--- src/include/tob_pkg.sv ---
package tob_pkg;

  // Register map
  localparam logic [7:0] ADDR_CTRL_A  = 8'h40;
  localparam logic [7:0] ADDR_CTRL_B  = 8'h41;
  localparam logic [7:0] ADDR_MON_A   = 8'h42;
  localparam logic [7:0] ADDR_E_COUNT = 8'h43;
  localparam logic [7:0] ADDR_INBAND  = 8'h45;
  localparam logic [7:0] ADDR_MON_B   = 8'h46;
  localparam logic [7:0] ADDR_MON_C   = 8'h47;

  // Reset values
  localparam logic [7:0] CTRL_A_RESET = 8'h00;
  localparam logic [6:0] CTRL_B_RESET = 7'h00;

  // Field positions in tx_overhead_source_ctrl_a
  localparam int SA4_SEL_POS = 0;
  localparam int SA5_SEL_POS = 1;
  localparam int SA6_SEL_LSB = 2;
  localparam int SA7_SEL_POS = 4;
  localparam int SA8_SEL_POS = 5;
  localparam int E_SEL_LSB   = 6;

  // Field positions in tx_overhead_monitor_a
  localparam int MON_E1_POS  = 0;
  localparam int MON_E2_POS  = 1;
  localparam int MON_SA6_LSB = 4;

  // Source codes
  typedef enum logic [1:0] {
    SRC_PASS    = 2'b00,
    SRC_BUF     = 2'b01,
    SRC_AUTO    = 2'b10,
    SRC_ILLEGAL = 2'b11
  } tob_src_e;

  // Automatic Sa6 nibbles
  localparam logic [3:0] SA6_BOTH_ERR = 4'h3;
  localparam logic [3:0] SA6_E_ERR    = 4'h1;
  localparam logic [3:0] SA6_CRC_ERR  = 4'h2;

  // Automatic E-bit values
  localparam logic E_AUTO_ERR = 1'b0;
  localparam logic E_AUTO_OK  = 1'b1;

  // Bit index within timeslot 0 (0 = first bit sent)
  localparam logic [2:0] TS0_SI_BIT  = 3'h0;
  localparam logic [2:0] TS0_SA4_BIT = 3'h3;
  localparam logic [2:0] TS0_SA5_BIT = 3'h4;
  localparam logic [2:0] TS0_SA6_BIT = 3'h5;
  localparam logic [2:0] TS0_SA7_BIT = 3'h6;
  localparam logic [2:0] TS0_SA8_BIT = 3'h7;

  // Multiframe positions
  localparam logic [3:0] MF_FIRST_FRAME = 4'h0;
  localparam logic [3:0] E1_FRAME       = 4'hd;
  localparam logic [3:0] E2_FRAME       = 4'hf;

  // One PCM bit with its position in the multiframe
  typedef struct packed {
    logic       valid;
    logic       data;
    logic       ts0;
    logic [3:0] frame;
    logic [2:0] bitpos;
  } tob_pcm_s;

  // Software-loaded bits buffers, one bit per odd frame except the Sa6 nibble and the two E-bits
  typedef struct packed {
    logic [7:0] sa4;
    logic [7:0] sa7;
    logic [7:0] sa8;
  } tob_buf1_s;

  typedef struct packed {
    logic [7:0] sa5;
    logic [3:0] sa6;
    logic [1:0] ebit;
  } tob_buf0_s;

endpackage

--- src/rtl/tob_bit_select.sv ---
`timescale 1ns/1ps
// Function
// - Sa4 select 0 passes Sa4 through, 1 takes it from bits buffer 1.
// - Automatic Sa6 sends 0011, 0001, 0010 on errors, else buffer 0 nibble.
// - Sa6 nibble goes out MSB first, in frames 1-7 and again in frames 9-15.
// - Sa7 select 0 passes Sa7 through, 1 takes it from bits buffer 1.
// - Sa8 select 0 passes Sa8 through, 1 takes it from bits buffer 1.
// - E-bit code 00 pass, 01 buffer 0, 10 automatic; 11 falls back to pass-through.
// - Automatic E-bit is 0 on receive CRC error, 1 when check passes.
// - Control A writes take effect at the next multiframe start, never mid-multiframe; control B writes do not reach the line.
module tob_bit_select
  import tob_pkg::*;
(
  // Clock and reset
  input  wire logic       core_clk,
  input  wire logic       reset,
  // Processor register port
  input  wire logic [7:0] mpu_addr,
  input  wire logic       mpu_wr_en,
  input  wire logic [7:0] mpu_wr_data,
  input  wire logic       mpu_rd_en,
  output logic      [7:0] mpu_rd_data,
  // Software-loaded bits buffers
  input  wire tob_buf0_s  bits_buf0,
  input  wire tob_buf1_s  bits_buf1,
  // Receive-side check results
  input  wire logic       rx_ebit_error,
  input  wire logic       rx_crc_error,
  // PCM transmit stream in and out
  input  wire tob_pcm_s   pcm_in,
  output tob_pcm_s        pcm_out
);

  logic [7:0] ctrl_a_q;
  logic [6:0] ctrl_b_q;
  logic [7:0] active_q;
  tob_buf0_s  buf0_q;
  tob_buf1_s  buf1_q;
  logic [3:0] sa6_auto_q;
  logic [3:0] sa6_auto_d;
  logic [1:0] e_sent_q;
  logic [3:0] sa6_sent_q;
  tob_pcm_s   pcm_out_q;
  logic [7:0] rd_data_q;

  logic       mf_start;
  logic       odd_frame;
  logic [2:0] nfas_idx;
  logic [1:0] nib_idx;
  logic       hit;
  logic [1:0] cur_mode;
  logic       cur_buf;
  logic       cur_auto;
  logic       sel_bit;

  // Register writes land in a shadow copy; the line only sees the active copy
  always_ff @(posedge core_clk)
  begin
    if (reset)
    begin
      ctrl_a_q <= CTRL_A_RESET;
      ctrl_b_q <= CTRL_B_RESET;
    end
    else if (mpu_wr_en)
    begin
      if (mpu_addr == ADDR_CTRL_A)
        ctrl_a_q <= mpu_wr_data;
      if (mpu_addr == ADDR_CTRL_B)
        ctrl_b_q <= mpu_wr_data[6:0];
    end
  end

  assign mf_start  = pcm_in.valid && pcm_in.ts0 && (pcm_in.frame == MF_FIRST_FRAME)
                     && (pcm_in.bitpos == 3'h0);
  assign odd_frame = pcm_in.frame[0];
  assign nfas_idx  = pcm_in.frame[3:1];
  assign nib_idx   = ~pcm_in.frame[2:1];

  // A write in the boundary cycle misses it: the old shadow is copied
  always_ff @(posedge core_clk)
  begin
    if (reset)
      active_q <= CTRL_A_RESET;
    else if (mf_start)
      active_q <= ctrl_a_q;
  end

  // Buffers and the Sa6 error nibble are frozen per multiframe so a nibble is never torn
  always_ff @(posedge core_clk)
  begin
    if (reset)
    begin
      buf0_q     <= '0;
      buf1_q     <= '0;
      sa6_auto_q <= 4'h0;
    end
    else if (mf_start)
    begin
      buf0_q     <= bits_buf0;
      buf1_q     <= bits_buf1;
      sa6_auto_q <= sa6_auto_d;
    end
  end

  always_comb
  begin
    if (rx_ebit_error && rx_crc_error)
      sa6_auto_d = SA6_BOTH_ERR;
    else if (rx_ebit_error)
      sa6_auto_d = SA6_E_ERR;
    else if (rx_crc_error)
      sa6_auto_d = SA6_CRC_ERR;
    else
      sa6_auto_d = bits_buf0.sa6;
  end

  // Pick mode and candidate bits for the overhead bit under the cursor
  always_comb
  begin
    hit      = 1'b0;
    cur_mode = SRC_PASS;
    cur_buf  = 1'b0;
    cur_auto = 1'b0;
    if (pcm_in.valid && pcm_in.ts0 && odd_frame)
    begin
      case (pcm_in.bitpos)
        TS0_SA4_BIT:
        begin
          hit      = 1'b1;
          cur_mode = {1'b0, active_q[SA4_SEL_POS]};
          cur_buf  = buf1_q.sa4[nfas_idx];
        end
        TS0_SA5_BIT:
        begin
          hit      = 1'b1;
          cur_mode = {1'b0, active_q[SA5_SEL_POS]};
          cur_buf  = buf0_q.sa5[nfas_idx];
        end
        TS0_SA6_BIT:
        begin
          hit      = 1'b1;
          cur_mode = active_q[SA6_SEL_LSB +: 2];
          cur_buf  = buf0_q.sa6[nib_idx];
          cur_auto = sa6_auto_q[nib_idx];
        end
        TS0_SA7_BIT:
        begin
          hit      = 1'b1;
          cur_mode = {1'b0, active_q[SA7_SEL_POS]};
          cur_buf  = buf1_q.sa7[nfas_idx];
        end
        TS0_SA8_BIT:
        begin
          hit      = 1'b1;
          cur_mode = {1'b0, active_q[SA8_SEL_POS]};
          cur_buf  = buf1_q.sa8[nfas_idx];
        end
        TS0_SI_BIT:
        begin
          if (pcm_in.frame == E1_FRAME || pcm_in.frame == E2_FRAME)
          begin
            hit      = 1'b1;
            cur_mode = active_q[E_SEL_LSB +: 2];
            cur_buf  = buf0_q.ebit[pcm_in.frame[1]];
            // Live CRC result, so each E-bit reports the latest submultiframe
            cur_auto = rx_crc_error ? E_AUTO_ERR : E_AUTO_OK;
          end
        end
        default:
        begin
          hit = 1'b0;
        end
      endcase
    end
  end

  tob_src_mux u_src_mux (
    .mode     (cur_mode),
    .pass_bit (pcm_in.data),
    .buf_bit  (cur_buf),
    .auto_bit (cur_auto),
    .sel_bit  (sel_bit)
  );

  // One cycle of latency; position fields travel with the bit
  always_ff @(posedge core_clk)
  begin
    if (reset)
      pcm_out_q <= '0;
    else
    begin
      pcm_out_q      <= pcm_in;
      pcm_out_q.data <= hit ? sel_bit : pcm_in.data;
    end
  end

  // Record what actually went out for read-back
  always_ff @(posedge core_clk)
  begin
    if (reset)
    begin
      e_sent_q   <= 2'h0;
      sa6_sent_q <= 4'h0;
    end
    else if (hit && pcm_in.bitpos == TS0_SI_BIT)
      e_sent_q[pcm_in.frame[1]] <= sel_bit;
    else if (hit && pcm_in.bitpos == TS0_SA6_BIT)
      sa6_sent_q[nib_idx] <= sel_bit;
  end

  // Registers outside this block read as zero here
  always_ff @(posedge core_clk)
  begin
    if (reset)
      rd_data_q <= 8'h00;
    else if (mpu_rd_en)
    begin
      case (mpu_addr)
        ADDR_CTRL_A: rd_data_q <= ctrl_a_q;
        ADDR_CTRL_B: rd_data_q <= {1'b0, ctrl_b_q};
        ADDR_MON_A:  rd_data_q <= {sa6_sent_q, 2'b00, e_sent_q};
        default:     rd_data_q <= 8'h00;
      endcase
    end
  end

  assign pcm_out     = pcm_out_q;
  assign mpu_rd_data = rd_data_q;

endmodule

--- src/rtl/tob_src_mux.sv ---
`timescale 1ns/1ps
module tob_src_mux
  import tob_pkg::*;
(
  // Source choice
  input  wire logic [1:0] mode,
  // Candidate bits
  input  wire logic       pass_bit,
  input  wire logic       buf_bit,
  input  wire logic       auto_bit,
  // Chosen bit
  output logic            sel_bit
);

  always_comb
  begin
    case (mode)
      SRC_BUF:  sel_bit = buf_bit;
      SRC_AUTO: sel_bit = auto_bit;
      // Illegal code falls back to pass-through so the line stays predictable
      default:  sel_bit = pass_bit;
    endcase
  end

endmodule

--- config.mk ---
export PLATFORM = sky130hd
export DESIGN_NAME = tob_bit_select
export DESIGN_NICKNAME = d
export VERILOG_FILES = /design/src/include/tob_pkg.sv /design/src/rtl/tob_bit_select.sv /design/src/rtl/tob_src_mux.sv
export SDC_FILE = /design/constraint.sdc
export NUM_CORES = 1
export LEC_CHECK = 0
export BUFFER_PORTS_ARGS = -buffer_cell sky130_fd_sc_hd__clkbuf_2
export CAP_MARGIN = 10
export CORE_MARGIN = 4
export CORE_UTILIZATION = 49
export CTS_CLUSTER_DIAMETER = 150
export CTS_CLUSTER_SIZE = 40
export DETAILED_ROUTE_END_ITERATION = 7
export GPL_TIMING_DRIVEN = 0
export PLACE_DENSITY = 0.74
export SLEW_MARGIN = 0
export SYNTH_ARGS = -nofsm -noshare
export SYNTH_HDL_FRONTEND = slang
export SYNTH_SLANG_ARGS = --single-unit
--- constraint.sdc ---
create_clock -name core_clk -period 2.6 [get_ports core_clk]
set_input_delay 0.39 -clock core_clk [delete_from_list [all_inputs] [get_ports core_clk]]
set_output_delay 0.39 -clock core_clk [all_outputs]
set_load 0.05 [all_outputs]
Word level (Yosys, flattened, before mapping). Index checks and enable logic that the tools add are counted.

Register bits after elaboration: 89. Bits in latches: 0. RAM bits: 0. ROM bits: 0. Output and inout port bits: 18. Word-level logic and storage cells: 92. Memories kept: 0.

Add/sub/neg operators: 0. Multipliers: 0. Div/mod/pow operators: 0. Magnitude comparators: 5. Equality and inequality tests: 12. Shifts and indexed selects: 0. Multiplexer cells: 39. Bitwise gates (word level): 2. Reductions and logical operators: 16.

Operator list (number): $eq 8x7->1 const B (3); $pmux 8 s3 (1); $mux 1 (18); $bmux 1 s3 (4); $eq 3x3->1 const B (4); $mux 4 (3); $pmux 2 s6 (1); $logic_and 1x1->1 (9); $eq 4x4->1 const B (2); $pmux 1 s2 (3); $pmux 1 s6 (1); $reduce_and 2->1 (3); $reduce_or 5->1 (1); $bmux 1 s2 (2); $bwmux 4 (1); $logic_not 4->1 (1); $lt 3x4->1 const B (1); $mux 2 (2); $eq 3x2->1 const B (1); $logic_not 3->1 (1); $lt 2x3->1 const B (1); $bwmux 2 (1); $demux 1 s2 (1); $eq 2x1->1 const B (1); 8 further kinds (8).

Logic depth before layout (Yosys ltp). Gate-level depths: netlist of run 1.

Depth after elaboration: 8. Mapped depth: 12. Depth with buffers taken out: 11.

Cells and area by module. A second synthesis of run 1 with hierarchy kept.

Cell total of the unflattened synthesis: 465. Area, all modules: 3882.5 um2.

By module, submodules not included: tob_bit_select (times used 1, cells an instance 458, area an instance 3833.7 um2); tob_src_mux (times used 1, cells an instance 7, area an instance 48.8 um2).

Worst setup path before layout of run 1. OpenSTA, ideal clock, no wires.

Kind: in2reg. Start: in pcm_in[2] (netlist bit). End: reg e_sent_q[0]. Setup time: 0.066 ns. Arrival time: 2.730 ns. Required time: 2.534 ns. Path slack: -0.196 ns. Stages on the path: 11. Buffers on the path: 1. Cell sequence: buf_6 or3_4 nor2_1 a222oi_1 or2_2 ha_1 nand2_1 o21a_1 a311o_1 mux2_2 a21oi_2.

Longest elaborated chain between the ends: 6. Elaborated cells between the ends (all ways): 20. Those cells by class: 7 x eq/ne; 10 x mux; 3 x reduce/logical.

RTL lines: start: declaration (RTL line tob_bit_select.sv:30) `input wire tob_pcm_s pcm_in,`; $eq 3x3->1 (tied with other cells) (RTL line tob_bit_select.sv:126) `case (pcm_in.bitpos)`; $pmux 2 s6 (RTL line tob_bit_select.sv:126); $mux 2 (RTL line tob_bit_select.sv:124) `if (pcm_in.valid && pcm_in.ts0 && odd_frame)`; $eq 2x2->1 or $eq 2x1->1 (tied branches) (RTL line tob_src_mux.sv:17) `case (mode)`; $pmux 1 s2 (RTL line tob_src_mux.sv:17); $bwmux 2 (RTL line tob_bit_select.sv:206) `e_sent_q[pcm_in.frame[1]] <= sel_bit;`; end signal: indexed assignment (RTL line tob_bit_select.sv:206); end: declaration (RTL line tob_bit_select.sv:41) `logic [1:0] e_sent_q;`.

Several ways; a longest one is shown, not always the timed one. A chain may end at the register's enable or synchronous reset.

Worst setup path in the final report of run 1.
Start: in pcm_in[6] (netlist bit). End: reg pcm_out_q, in the netlist pcm_out[8].

Longest elaborated chain between the ends: 8. Elaborated cells between the ends (all ways): 27. Those cells by class: 4 x eq/ne; 22 x mux; 1 x reduce/logical.

RTL lines: $eq 4x4->1 (RTL line tob_bit_select.sv:160) `if (pcm_in.frame == E1_FRAME || pcm_in.frame == E2_FRAME)`; $logic_or 1x1->1 (RTL line tob_bit_select.sv:160); $mux 2 (RTL line tob_bit_select.sv:160); $pmux 2 s6 (RTL line tob_bit_select.sv:126); $mux 2 (RTL line tob_bit_select.sv:124); $eq 2x2->1 or $eq 2x1->1 (tied branches) (RTL line tob_src_mux.sv:17); $pmux 1 s2 (RTL line tob_src_mux.sv:17); $mux 1 (*) (RTL line tob_bit_select.sv:193) `pcm_out_q.data <= hit ? sel_bit : pcm_in.data;`; end signal: assignment (RTL line tob_bit_select.sv:192) `pcm_out_q <= pcm_in;`; end: declaration (RTL line tob_bit_select.sv:43) `tob_pcm_s pcm_out_q;`.

Every way passes the cells marked *; elsewhere a longest branch is shown, timed or not. The select of a mux whose other input is x is not followed.

==> metrics.csv, run 1 <==
metric;value;unit
status;complete, no violations;
post-route ant nets;0;
Leakage;1.84;nW
setup violators final;0;
CTS tree;done;
CP endpoint kind;flop;
Num CTS Buffers;9;
Async S/R FF share, synth;0;
hold crit path type;in2reg;
f_max;405;MHz
synthesized cell area;4000;µm²
clk root buf;clkbuf_8;
first-pass GRT wire length;16800;µm
Cell Area, Placed;4580;µm²
initial antenna violation count;0;
Initial Util;0.510;
final worst path period need;2.47;ns
Skew-Pair Late Insertion Delay;0.35;ns
Starting DRT DRC Count;214;
Synth cell types;44;
worst-margin pin slew;0.632;ns
GRT Total Usage;0.214;
clock power share;0.360;
fin nets;642;
diode count;0;
core box area;7850;µm²
syn_area_per_cell;8.37;µm²
PwrDens;528;nW/µm²
PnR worst setup slack;0.134;ns
hold_buf cts;0;
Net Count, Synth;549;
ys flop type;dfxtp_1;
RSZ-0062 raised after global routing;no;
Peak VDD IR;291;µV
die footprint;9680;µm²
Die Y;98.4;µm
post-route insts no fill;677;
via count;3676;
Power, Total;2.51;mW
Final GP Congestion;0.872;
net switching power;0.614;mW
Yosys warnings;0;
post-DR wirelength/cell;15.3;µm
filler instances;735;
clock edge transition at the registers on the reported setup and hold paths;0.08;ns
drt drc;0;
Worst Path Arrival;2.75;ns
Fin. Hold Viols;0;
switching share of power;0.245;
startpoint types;input pin;
I/O Buffers;84;
WHS;0.256;ns
Reg power frac;0.548;
Total Routed Length;10400;µm
Tcrit/Tclk final;0.949;
pin count of the biggest net entering global routing;14;
number of synthesized flops with an enable pin;0;
Mapped Cells;478;
dpl ws;-0.270;ns
CTS Buffer Depth;2;
Rows;32;
post-placement cell count;664;
Die X;98.4;µm
dpl hpwl;7770;µm
Worst Skew;0.0113;ns
area delta synth->final;18.6;%
Comb pwr share;0.092;
total iterations of the first detailed-routing run;5;
H-tree depth;3;
Rel. slew slack;0.579;
Crit path required time;2.88;ns
vias in the first global route;3600;
layout cells sized above 1;0.237;
sequential area share after synthesis;0.445;
number of synthesized register bits;89;
Final Max Tran Viols;0;
clk sinks;89;
Setup CP Type;in2reg;
grt ovf;0;
fin area;4750;µm²
max-cap violations;0;
vias per inst;5.43;
IO Pins;88;
Int Pwr;1.89;mW
critical-path maximum fanout;10;
## routing by layer
metal | vias to the layer above | global-route usage | part of all wire
li1 | 1823 | - | -
met1 | 1718 | 0.277 | 0.44
met2 | 115 | 0.343 | 0.47
met3 | 20 | 0.0557 | 0.064
met4 | 0 | 0.0788 | 0.021
met5 | - | 0 | 0
## placed cells by master, fill, tap and decap left out, types with 2 or more instances in the layout
cell type and instances:
a211oi_1 3, a21oi_1 64, a21oi_2 3, a22oi_1 3, a31oi_1 3, and2_1 2
and3_1 5, and3b_1 2, buf_2 14, clkbuf_1 18, clkbuf_2 86, clkbuf_8 9
dfxtp_1 89, inv_1 2, mux2_2 6, mux2i_1 32, mux4_2 5, nand2_1 105
nand2b_1 12, nand3_1 25, nor2_1 30, nor2b_1 15, nor3_1 2, o2111ai_1 2
o21ai_0 11
## flip-flops by register name, summed over array words and instances (netlist names)
name         cells
ctrl_b_q         7
sa6_auto_q       4
pcm_out         10
ctrl_a_q         8
e_sent_q         2
sa6_sent_q       4
active_q         8
mpu_rd_data      8
buf1_q          24
buf0_q          14
## power groups by stage
stage               clock (mW)  sequential (mW)  combinational (mW)
floorplan                    0             1.44              0.0994
global placement             0             1.41               0.227
detailed placement           0             1.41               0.230
CTS                      0.916             1.37               0.231
global route             0.966             1.38               0.250
finish                   0.902             1.37               0.232
## cell usage after synthesis (3+ instances only)
master,instances,area share
o21ai_0,11,0.014
and3_1,5,0.0078
mux2_2,6,0.017
dfxtp_1,89,0.45
a211oi_1,3,0.0056
clkbuf_1,19,0.018
nand2b_1,12,0.019
a22oi_1,3,0.0056
a21oi_1,64,0.080
a31oi_1,3,0.0047
mux2i_1,32,0.080
nor2b_1,15,0.023
nor2_1,31,0.029
buf_2,14,0.018
a21oi_2,3,0.0066
nand3_1,25,0.031
mux4_2,5,0.028
nand2_1,106,0.099
## logic make-up (layout without fill, tap and decap cells)
kind of cell	Yosys count	in the layout	synth area share
AO/OA/AOI/OAI	98	98	0.140
AND/OR/NAND/NOR	209	209	0.242
adder cells (fa/ha/maj)	1	1	0.00313
multiplexers	43	43	0.125
buffers and inverters	37	134	0.0419
XOR/XNOR	1	1	0.00219
flip-flops	89	89	0.445
## repair_timing
| item | CTS | global route |
|---|---|---|
| setup buffers | 0 | 0 |
| endpoints found under the setup margin | 0 | 3 |
| resized for setup | 0 | 2 |
## layout make-up
| type | instances | area (µm²) | share of cell area |
|---|---|---|---|
| tap | 102 | 128 | 0.0269 |
| clock buffer | 12 | 135 | 0.0285 |
| timing repair buffer | 84 | 420 | 0.0886 |
| inverter | 2 | 7.51 | 0.00158 |
| clock inverter | 3 | 42.5 | 0.00896 |
| sequential | 89 | 1780 | 0.375 |
| buffer | 33 | 155 | 0.0327 |
| multi-input combinational | 352 | 2080 | 0.438 |
## stage by stage
stage	utilization	TNS, ns
after floorplan	-	0
after global placement	0.583	-0.617
after detailed placement	0.583	-0.759
after CTS	0.606	0
after global routing	0.605	0
final	0.605	0
## worst paths after layout
check | cells past startpoint | end | from | slack [ns]
worst max-delay path | 12 | pcm_out[8] | pcm_in[6] | 0.13
worst min-delay path | 3 | buf1_q[22] | bits_buf1[22] | 0.26
worst max register to register | 10 | pcm_out[8] | active_q[2] | 0.27
worst min register to register | 2 | buf1_q[15] | buf1_q[15] | 0.45
## critical path, stage by stage
cell,delay [ns]
clkbuf_2,0.10
clkbuf_2,0.22
nand3_1,0.19
nor2_4,0.18
a222oi_1,0.11
or2_4,0.25
ha_4,0.29
nand2_2,0.12
o21a_1,0.13
a311o_1,0.35
mux2_2,0.29
a21oi_2,0.13
No activity file was read; power rests on OpenSTA's default activity.
==> run 2: changes to the inputs <==
--- a/config.mk
+++ b/config.mk
@@ -8,13 +8,14 @@
 export BUFFER_PORTS_ARGS = -buffer_cell sky130_fd_sc_hd__clkbuf_2
 export CAP_MARGIN = 10
 export CORE_MARGIN = 4
-export CORE_UTILIZATION = 49
+export CORE_UTILIZATION = 48
 export CTS_CLUSTER_DIAMETER = 150
 export CTS_CLUSTER_SIZE = 40
 export DETAILED_ROUTE_END_ITERATION = 7
 export GPL_TIMING_DRIVEN = 0
-export PLACE_DENSITY = 0.74
+export PLACE_DENSITY = 0.73
 export SLEW_MARGIN = 0
 export SYNTH_ARGS = -nofsm -noshare
 export SYNTH_HDL_FRONTEND = slang
+export SYNTH_HIERARCHICAL = 1
 export SYNTH_SLANG_ARGS = --single-unit
==> metrics.csv, run 2 <==
metric;value;unit;change
status;complete, no violations;;unchanged
DR top layer;met4;;unchanged
vias per inst;5.28;;was 5.43
via count;3503;;was 3,676
post-route ant nets;0;;unchanged
Peak VDD IR;254;µV;was 291 µV
Power, Total;2.55;mW;was 2.51 mW
worst path cell trace;buf_2 -> buf_4 -> buf_2 -> and4_1 -> a221oi_1 -> nor2_1 -> inv_1 -> ha_1 -> o21ai_2 -> mux2i_1 -> nor2_1;;was clkbuf_2 -> clkbuf_2 -> nand3_1 -> nor2_4 -> a222oi_1 -> or2_4 -> ha_4 -> nand2_2 -> o21a_1 -> a311o_1 -> mux2_2 -> a21oi_2
max reg flops;24;;unchanged
Final Max Tran Viols;0;;unchanged
Initial Util;0.497;;was 0.510
most common cell in the netlist;nand2_1;;unchanged
dpl ws;-0.116;ns;was -0.270 ns
Rel. slew slack;0.602;;was 0.579
Synth top cells by count;nand2_1 (109), dfxtp_1 (89), a21oi_1 (62);;was nand2_1 (106), dfxtp_1 (89), a21oi_1 (64)
post-synth top area share;0.459;;was 0.445
area delta synth->final;19.0;%;was 18.6%
grt ovf;0;;unchanged
I/O Buffers;82;;was 84
post-route insts no fill;664;;was 677
post-DR wirelength/cell;14.5;µm;was 15.3 µm
Crit path required time;2.89;ns;was 2.88 ns
most frequent cells in the layout;nand2_1 (109), dfxtp_1 (89), clkbuf_2 (82);;was nand2_1 (105), dfxtp_1 (89), clkbuf_2 (86)
Async S/R FF share, synth;0;;unchanged
startpoint types;input pin;;unchanged
largest register by flop count;buf1_q;;unchanged
CTS tree;done;;unchanged
worst reg2reg path depth;10;;unchanged
Slowest-stage cell, CP;ha_1;;was a311o_1
R2R Path Start;active_q[4];;was active_q[2]
WL met2;4400;µm;was 4910 µm
H-tree depth;3;;unchanged
number of synthesized register bits;89;;unchanged
layout cells sized above 1;0.224;;was 0.237
Rows;32;;unchanged
DR WL met3;637;µm;was 665 µm
Tcrit/Tclk final;0.852;;was 0.949
initial antenna violation count;0;;unchanged
Synth cell types;44;;unchanged
hold_buf cts;0;;unchanged
Mapped Cells;465;;was 478
setup violators final;0;;unchanged
number of synthesized flops with an enable pin;0;;unchanged
filler instances;729;;was 735
max-cap violations;0;;unchanged
Crit path largest cell delay;0.32;ns;was 0.35 ns
clock edge transition at the registers on the reported setup and hold paths;0.08;ns;about the same
sequential area share after synthesis;0.459;;was 0.445
hold crit path type;in2reg;;unchanged
Synth area leader;dfxtp_1;;unchanged
synthesized cell area;3880;µm²;was 4000 µm²
ys flop type;dfxtp_1;;unchanged
f_max;452;MHz;was 405 MHz
diode count;0;;unchanged
wl on met1;4430;µm;was 4560 µm
final worst path period need;2.21;ns;was 2.47 ns
worst-margin pin slew;0.597;ns;was 0.632 ns
core box area;7810;µm²;was 7850 µm²
RR Endpoint;pcm_out[8];;unchanged
IO Pins;88;;unchanged
Skew-Pair Late Insertion Delay;0.36;ns;was 0.35 ns
clk root buf;clkbuf_8;;unchanged
Net Count, Synth;537;;was 549
fin util;0.592;;was 0.605
Die X;97.9;µm;was 98.4 µm
Worst Skew;0.00937;ns;was 0.0113 ns
CTS Buffer Depth;2;;unchanged
GRT Total Usage;0.202;;was 0.214
Num CTS Buffers;9;;unchanged
Die Y;97.9;µm;was 98.4 µm
vias in the first global route;3353;;was 3,600
commonest non-fill, non-tap cell in the layout;nand2_1;;unchanged
PwrDens;553;nW/µm²;was 528 nW/µm²
clk sinks;89;;unchanged
Synth area leaders;dfxtp_1 (46%), nand2_1 (11%), mux2i_1 (9.3%), a21oi_1 (8.0%), nor2_1 (4.0%);;was dfxtp_1 (45%), nand2_1 (9.9%), a21oi_1 (8.0%), mux2i_1 (8.0%), nand3_1 (3.1%)
dpl hpwl;7170;µm;was 7770 µm
hold path start;bits_buf1[20];;was bits_buf1[22]
die footprint;9590;µm²;was 9680 µm²
critical-path maximum fanout;10;;unchanged
WHS Endpoint;buf1_q[20];;was buf1_q[22]
Total Routed Length;9650;µm;was 10,400 µm
post-placement cell count;649;;was 664
Setup CP Type;in2reg;;unchanged
Worst Path Arrival;2.50;ns;was 2.75 ns
drt drc;0;;unchanged
worst hold path depth;3;;unchanged
fin nets;630;;was 642
Fin. Hold Viols;0;;unchanged
PnR worst setup slack;0.385;ns;was 0.134 ns
total iterations of the first detailed-routing run;4;;was 5
Leakage;1.85;nW;was 1.84 nW
CP endpoint kind;flop;;unchanged
Final GP Congestion;0.819;;was 0.872
first-pass GRT wire length;15800;µm;was 16,800 µm
Yosys warnings;6;;was 0
syn_area_per_cell;8.35;µm²;was 8.37 µm²
pin count of the biggest net entering global routing;14;;unchanged
R2R Setup Slk;0.59;ns;was 0.27 ns
Starting DRT DRC Count;217;;was 214
RSZ-0062 raised after global routing;no;;unchanged
-- run 2: what timing repair did --
item,4_1_cts,5_1_grt
setup endpoints to repair,0,1
setup buffers,0,0
resized for setup,0,1
-- run 2: worst max-delay path by stage --
stage	startpoint	end	slack [ns]
2_1_floorplan	pcm_in[5]	e_sent_q[0]	0.31
3_3_place_gp	pcm_in[5]	pcm_out[8]	-0.07
3_5_place_dp	pcm_in[5]	pcm_out[8]	-0.12
4_1_cts	pcm_in[5]	pcm_out[8]	0.26
5_1_grt	pcm_in[4]	pcm_out[8]	0.15
6_report	pcm_in[5]	pcm_out[8]	0.39
-- run 2: power breakdown --
group          total [mW]  internal (mW)  switching (mW)  leakage [nW]
Combinational       0.215         0.0783           0.137          1.04
Clock               0.965          0.493           0.472        0.0957
Sequential           1.37           1.37         0.00269         0.719
Total                2.55           1.94           0.612          1.85
-- run 2: area by class of cell --
class	instances	area [µm²]	area share
inverter	4	15.0	0.00325
sequential	89	1780	0.386
clock inverter	2	37.5	0.00812
clock buffer	13	159	0.0344
tap	102	128	0.0276
buffer	35	160	0.0347
timing repair buffer	82	410	0.0888
multi-input combinational	337	1930	0.418
-- run 2: per-layer routing --
| metal | track usage | up-vias |
|---|---|---|
| met3 | 0.0421 | 18 |
| li1 | - | 1757 |
| met4 | 0.0735 | 0 |
| met2 | 0.317 | 112 |
| met1 | 0.277 | 1616 |
| met5 | 0 | - |
-- run 2: cell families after synthesis --
| kind of cell | share of synthesized area |
|---|---|
| fa+ha+maj | 0.00644 |
| simple gates | 0.230 |
| flops | 0.459 |
| compound gates | 0.123 |
| mux | 0.133 |
| xor+xnor | 0.00226 |
| buf+inv | 0.0451 |
-- run 2: critical path: cells and delay by family --
family / cells / cell delay, ns
buffers and inverters: 4 / 0.76
multiplexers: 1 / 0.12
AND/OR/NAND/NOR: 3 / 0.52
adder cells (fa/ha/maj): 1 / 0.32
AO/OA/AOI/OAI: 2 / 0.39
-- run 2: per-stage QoR --
step | hold WS (ns) | cell area (µm²) | TNS [ns]
2_1_floorplan | 0.428 | 3880 | 0
3_3_place_gp | 0.438 | 4420 | -0.291
3_5_place_dp | 0.444 | 4420 | -0.467
4_1_cts | 0.238 | 4620 | 0
5_1_grt | 0.239 | 4620 | 0
6_report | 0.247 | 4620 | 0
==> run 3: changes to the inputs <==
--- a/config.mk
+++ b/config.mk
@@ -7,8 +7,10 @@
 export LEC_CHECK = 0
 export BUFFER_PORTS_ARGS = -buffer_cell sky130_fd_sc_hd__clkbuf_2
 export CAP_MARGIN = 10
+export CELL_PAD_IN_SITES_DETAIL_PLACEMENT = 2
+export CELL_PAD_IN_SITES_GLOBAL_PLACEMENT = 2
 export CORE_MARGIN = 4
-export CORE_UTILIZATION = 48
+export CORE_UTILIZATION = 28
 export CTS_CLUSTER_DIAMETER = 150
 export CTS_CLUSTER_SIZE = 40
 export DETAILED_ROUTE_END_ITERATION = 7
==> metrics.csv, run 3 (synthesized netlist as in run 2, its figures left out) <==
metric;value;unit;change
Cell Area, Placed;4510;µm²;was 4420 µm²
setup violators final;0;;unchanged
Peak VDD IR;250;µV;was 254 µV
max-cap violations;0;;unchanged
area delta synth->final;23.8;%;was 19.0%
I/O Buffers;82;;unchanged
f_max;417;MHz;was 452 MHz
R2R Path Start;buf1_q[3];;was active_q[4]
grt ovf;0;;unchanged
Die X;126;µm;was 97.9 µm
RR Endpoint;pcm_out[8];;unchanged
CP endpoint kind;flop;;unchanged
CTS Buffer Depth;2;;unchanged
max reg flops;24;;unchanged
Skew-Pair Late Insertion Delay;0.35;ns;was 0.36 ns
Setup CP Type;in2reg;;unchanged
IO Pins;88;;unchanged
critical-path maximum fanout;10;;unchanged
Fin. Hold Viols;0;;unchanged
hold crit path type;in2reg;;unchanged
most frequent cells in the layout;nand2_1 (109), dfxtp_1 (89), clkbuf_2 (82);;unchanged
diode count;0;;unchanged
layout cells sized above 1;0.226;;was 0.224
setup bufs post-CTS;0;;unchanged
clock power share;0.448;;was 0.378
R2R Setup Slk;0.49;ns;was 0.59 ns
Tcrit/Tclk final;0.922;;was 0.852
clk root buf;clkbuf_16;;was clkbuf_8
commonest non-fill, non-tap cell in the layout;nand2_1;;unchanged
Rel. slew slack;0.551;;was 0.602
clk sinks;89;;unchanged
PwrDens;603;nW/µm²;was 553 nW/µm²
total iterations of the first detailed-routing run;4;;unchanged
RSZ-0062 raised after global routing;no;;unchanged
worst hold path depth;3;;unchanged
vias per inst;4.87;;was 5.28
status;complete, no violations;;unchanged
core box area;13400;µm²;was 7810 µm²
Final Max Tran Viols;0;;unchanged
Die Y;126;µm;was 97.9 µm
filler instances;1572;;was 729
Worst Skew;0.00363;ns;was 0.00937 ns
WHS Endpoint;buf1_q[4];;was buf1_q[20]
Leakage;1.90;nW;was 1.85 nW
worst-margin pin slew;0.674;ns;was 0.597 ns
largest register by flop count;buf1_q;;unchanged
worst reg2reg path depth;8;;was 10
hold path start;bits_buf1[4];;was bits_buf1[20]
vias in the first global route;4031;;was 3,353
Power, Total;2.90;mW;was 2.55 mW
post-route ant nets;0;;unchanged
Initial Util;0.290;;was 0.497
Reg power frac;0.475;;was 0.538
first-pass GRT wire length;20700;µm;was 15,800 µm
net switching power;0.701;mW;was 0.612 mW
Final GP Congestion;0.758;;was 0.819
fin nets;630;;unchanged
Setup TNS;0;ns;unchanged
final worst path period need;2.40;ns;was 2.21 ns
H-tree depth;3;;unchanged
initial antenna violation count;0;;unchanged
fin area;4810;µm²;was 4620 µm²
Starting DRT DRC Count;150;;was 217
startpoint types;input pin;;unchanged
switching share of power;0.242;;was 0.240
dpl hpwl;9640;µm;was 7170 µm
Crit path largest cell delay;0.31;ns;was 0.32 ns
Total Routed Length;12500;µm;was 9650 µm
CTS tree;done;;unchanged
Crit path required time;2.87;ns;was 2.89 ns
via count;3598;;was 3,503
worst path cell trace;buf_2 -> buf_4 -> buf_2 -> nand4_1 -> nor2_1 -> a21oi_1 -> a41oi_1 -> a22oi_1 -> o21ai_2 -> mux2i_1 -> nor2_1;;was buf_2 -> buf_4 -> buf_2 -> and4_1 -> a221oi_1 -> nor2_1 -> inv_1 -> ha_1 -> o21ai_2 -> mux2i_1 -> nor2_1
die footprint;15800;µm²;was 9590 µm²
GRT Total Usage;0.165;;was 0.202
Worst Path Arrival;2.67;ns;was 2.50 ns
Int Pwr;2.19;mW;was 1.94 mW
pin count of the biggest net entering global routing;15;;was 14
drt drc;0;;unchanged
clock edge transition at the registers on the reported setup and hold paths;0.06;ns;was 0.08 ns
post-route insts no fill;739;;was 664
Comb pwr share;0.077;;was 0.084
Rows;42;;was 32
Slowest-stage cell, CP;a41oi_1;;was ha_1
Num CTS Buffers;9;;unchanged
post-DR wirelength/cell;16.9;µm;was 14.5 µm
post-placement cell count;723;;was 649
run 3: changes by cell type in the layout (fill, tap and decap cells not counted), sizes merged:
cell    change
clkbuf      -2
clkinv      +3
run 3: power by group through the flow:
stage / Clock, mW / Combinational [mW] / Sequential [mW]
floorplan: 0 / 0.0913 / 1.44
global placement: 0 / 0.221 / 1.41
detailed placement: 0 / 0.226 / 1.41
CTS: 1.33 / 0.227 / 1.38
global route: 1.38 / 0.247 / 1.38
finish: 1.30 / 0.223 / 1.38
run 3: worst max-delay path by stage:
stage / startpoint / to / slack, ns / cells after the start
after floorplan: pcm_in[5] / e_sent_q[0] / 0.31 / 11
after detailed placement: pcm_in[5] / pcm_out[8] / -0.27 / 11
final: pcm_in[5] / pcm_out[8] / 0.20 / 11
after CTS: pcm_in[5] / pcm_out[8] / 0.05 / 11
after global placement: pcm_in[5] / pcm_out[8] / -0.25 / 11
after global routing: pcm_in[5] / pcm_out[8] / 0.009 / 11
run 3: final cells by class:
class | count | area (µm²) | share of cell area
repair buffers | 82 | 410 | 0.0854
multi-input cells | 337 | 1930 | 0.401
clock buffers | 11 | 233 | 0.0484
clock inverters | 5 | 56.3 | 0.0117
plain buffers | 35 | 160 | 0.0333
inverters | 4 | 15.0 | 0.00312
flip-flops and latches | 89 | 1780 | 0.371
well taps | 176 | 220 | 0.0458
run 3: repair_timing:
action / 4_1_cts / 5_1_grt
hold buffers: 0 / 0
setup endpoints to repair: 0 / 7
resized for setup: 0 / 1
run 3: metrics by stage:
| step | setup slack, ns | hold WS, ns | util |
|---|---|---|---|
| after global routing | 0.00891 | 0.263 | 0.359 |
| after global placement | -0.252 | 0.439 | 0.337 |
| after floorplan | 0.308 | 0.428 | - |
| final | 0.203 | 0.262 | 0.359 |
| after CTS | 0.0460 | 0.254 | 0.358 |
| after detailed placement | -0.268 | 0.448 | 0.337 |
run 3: critical path: cells and delay by family:
kind	cells	cell delay [ns]
compound gates	4	0.78
buf+inv	3	0.73
mux	1	0.14
simple gates	3	0.63
run 3: per-layer routing:
metal / track usage / up-vias / part of all wire
li1: - / 1764 / -
met2: 0.274 / 61 / 0.48
met5: 0 / - / 0
met1: 0.214 / 1756 / 0.47
met3: 0.0301 / 17 / 0.037
met4: 0.0612 / 0 / 0.018
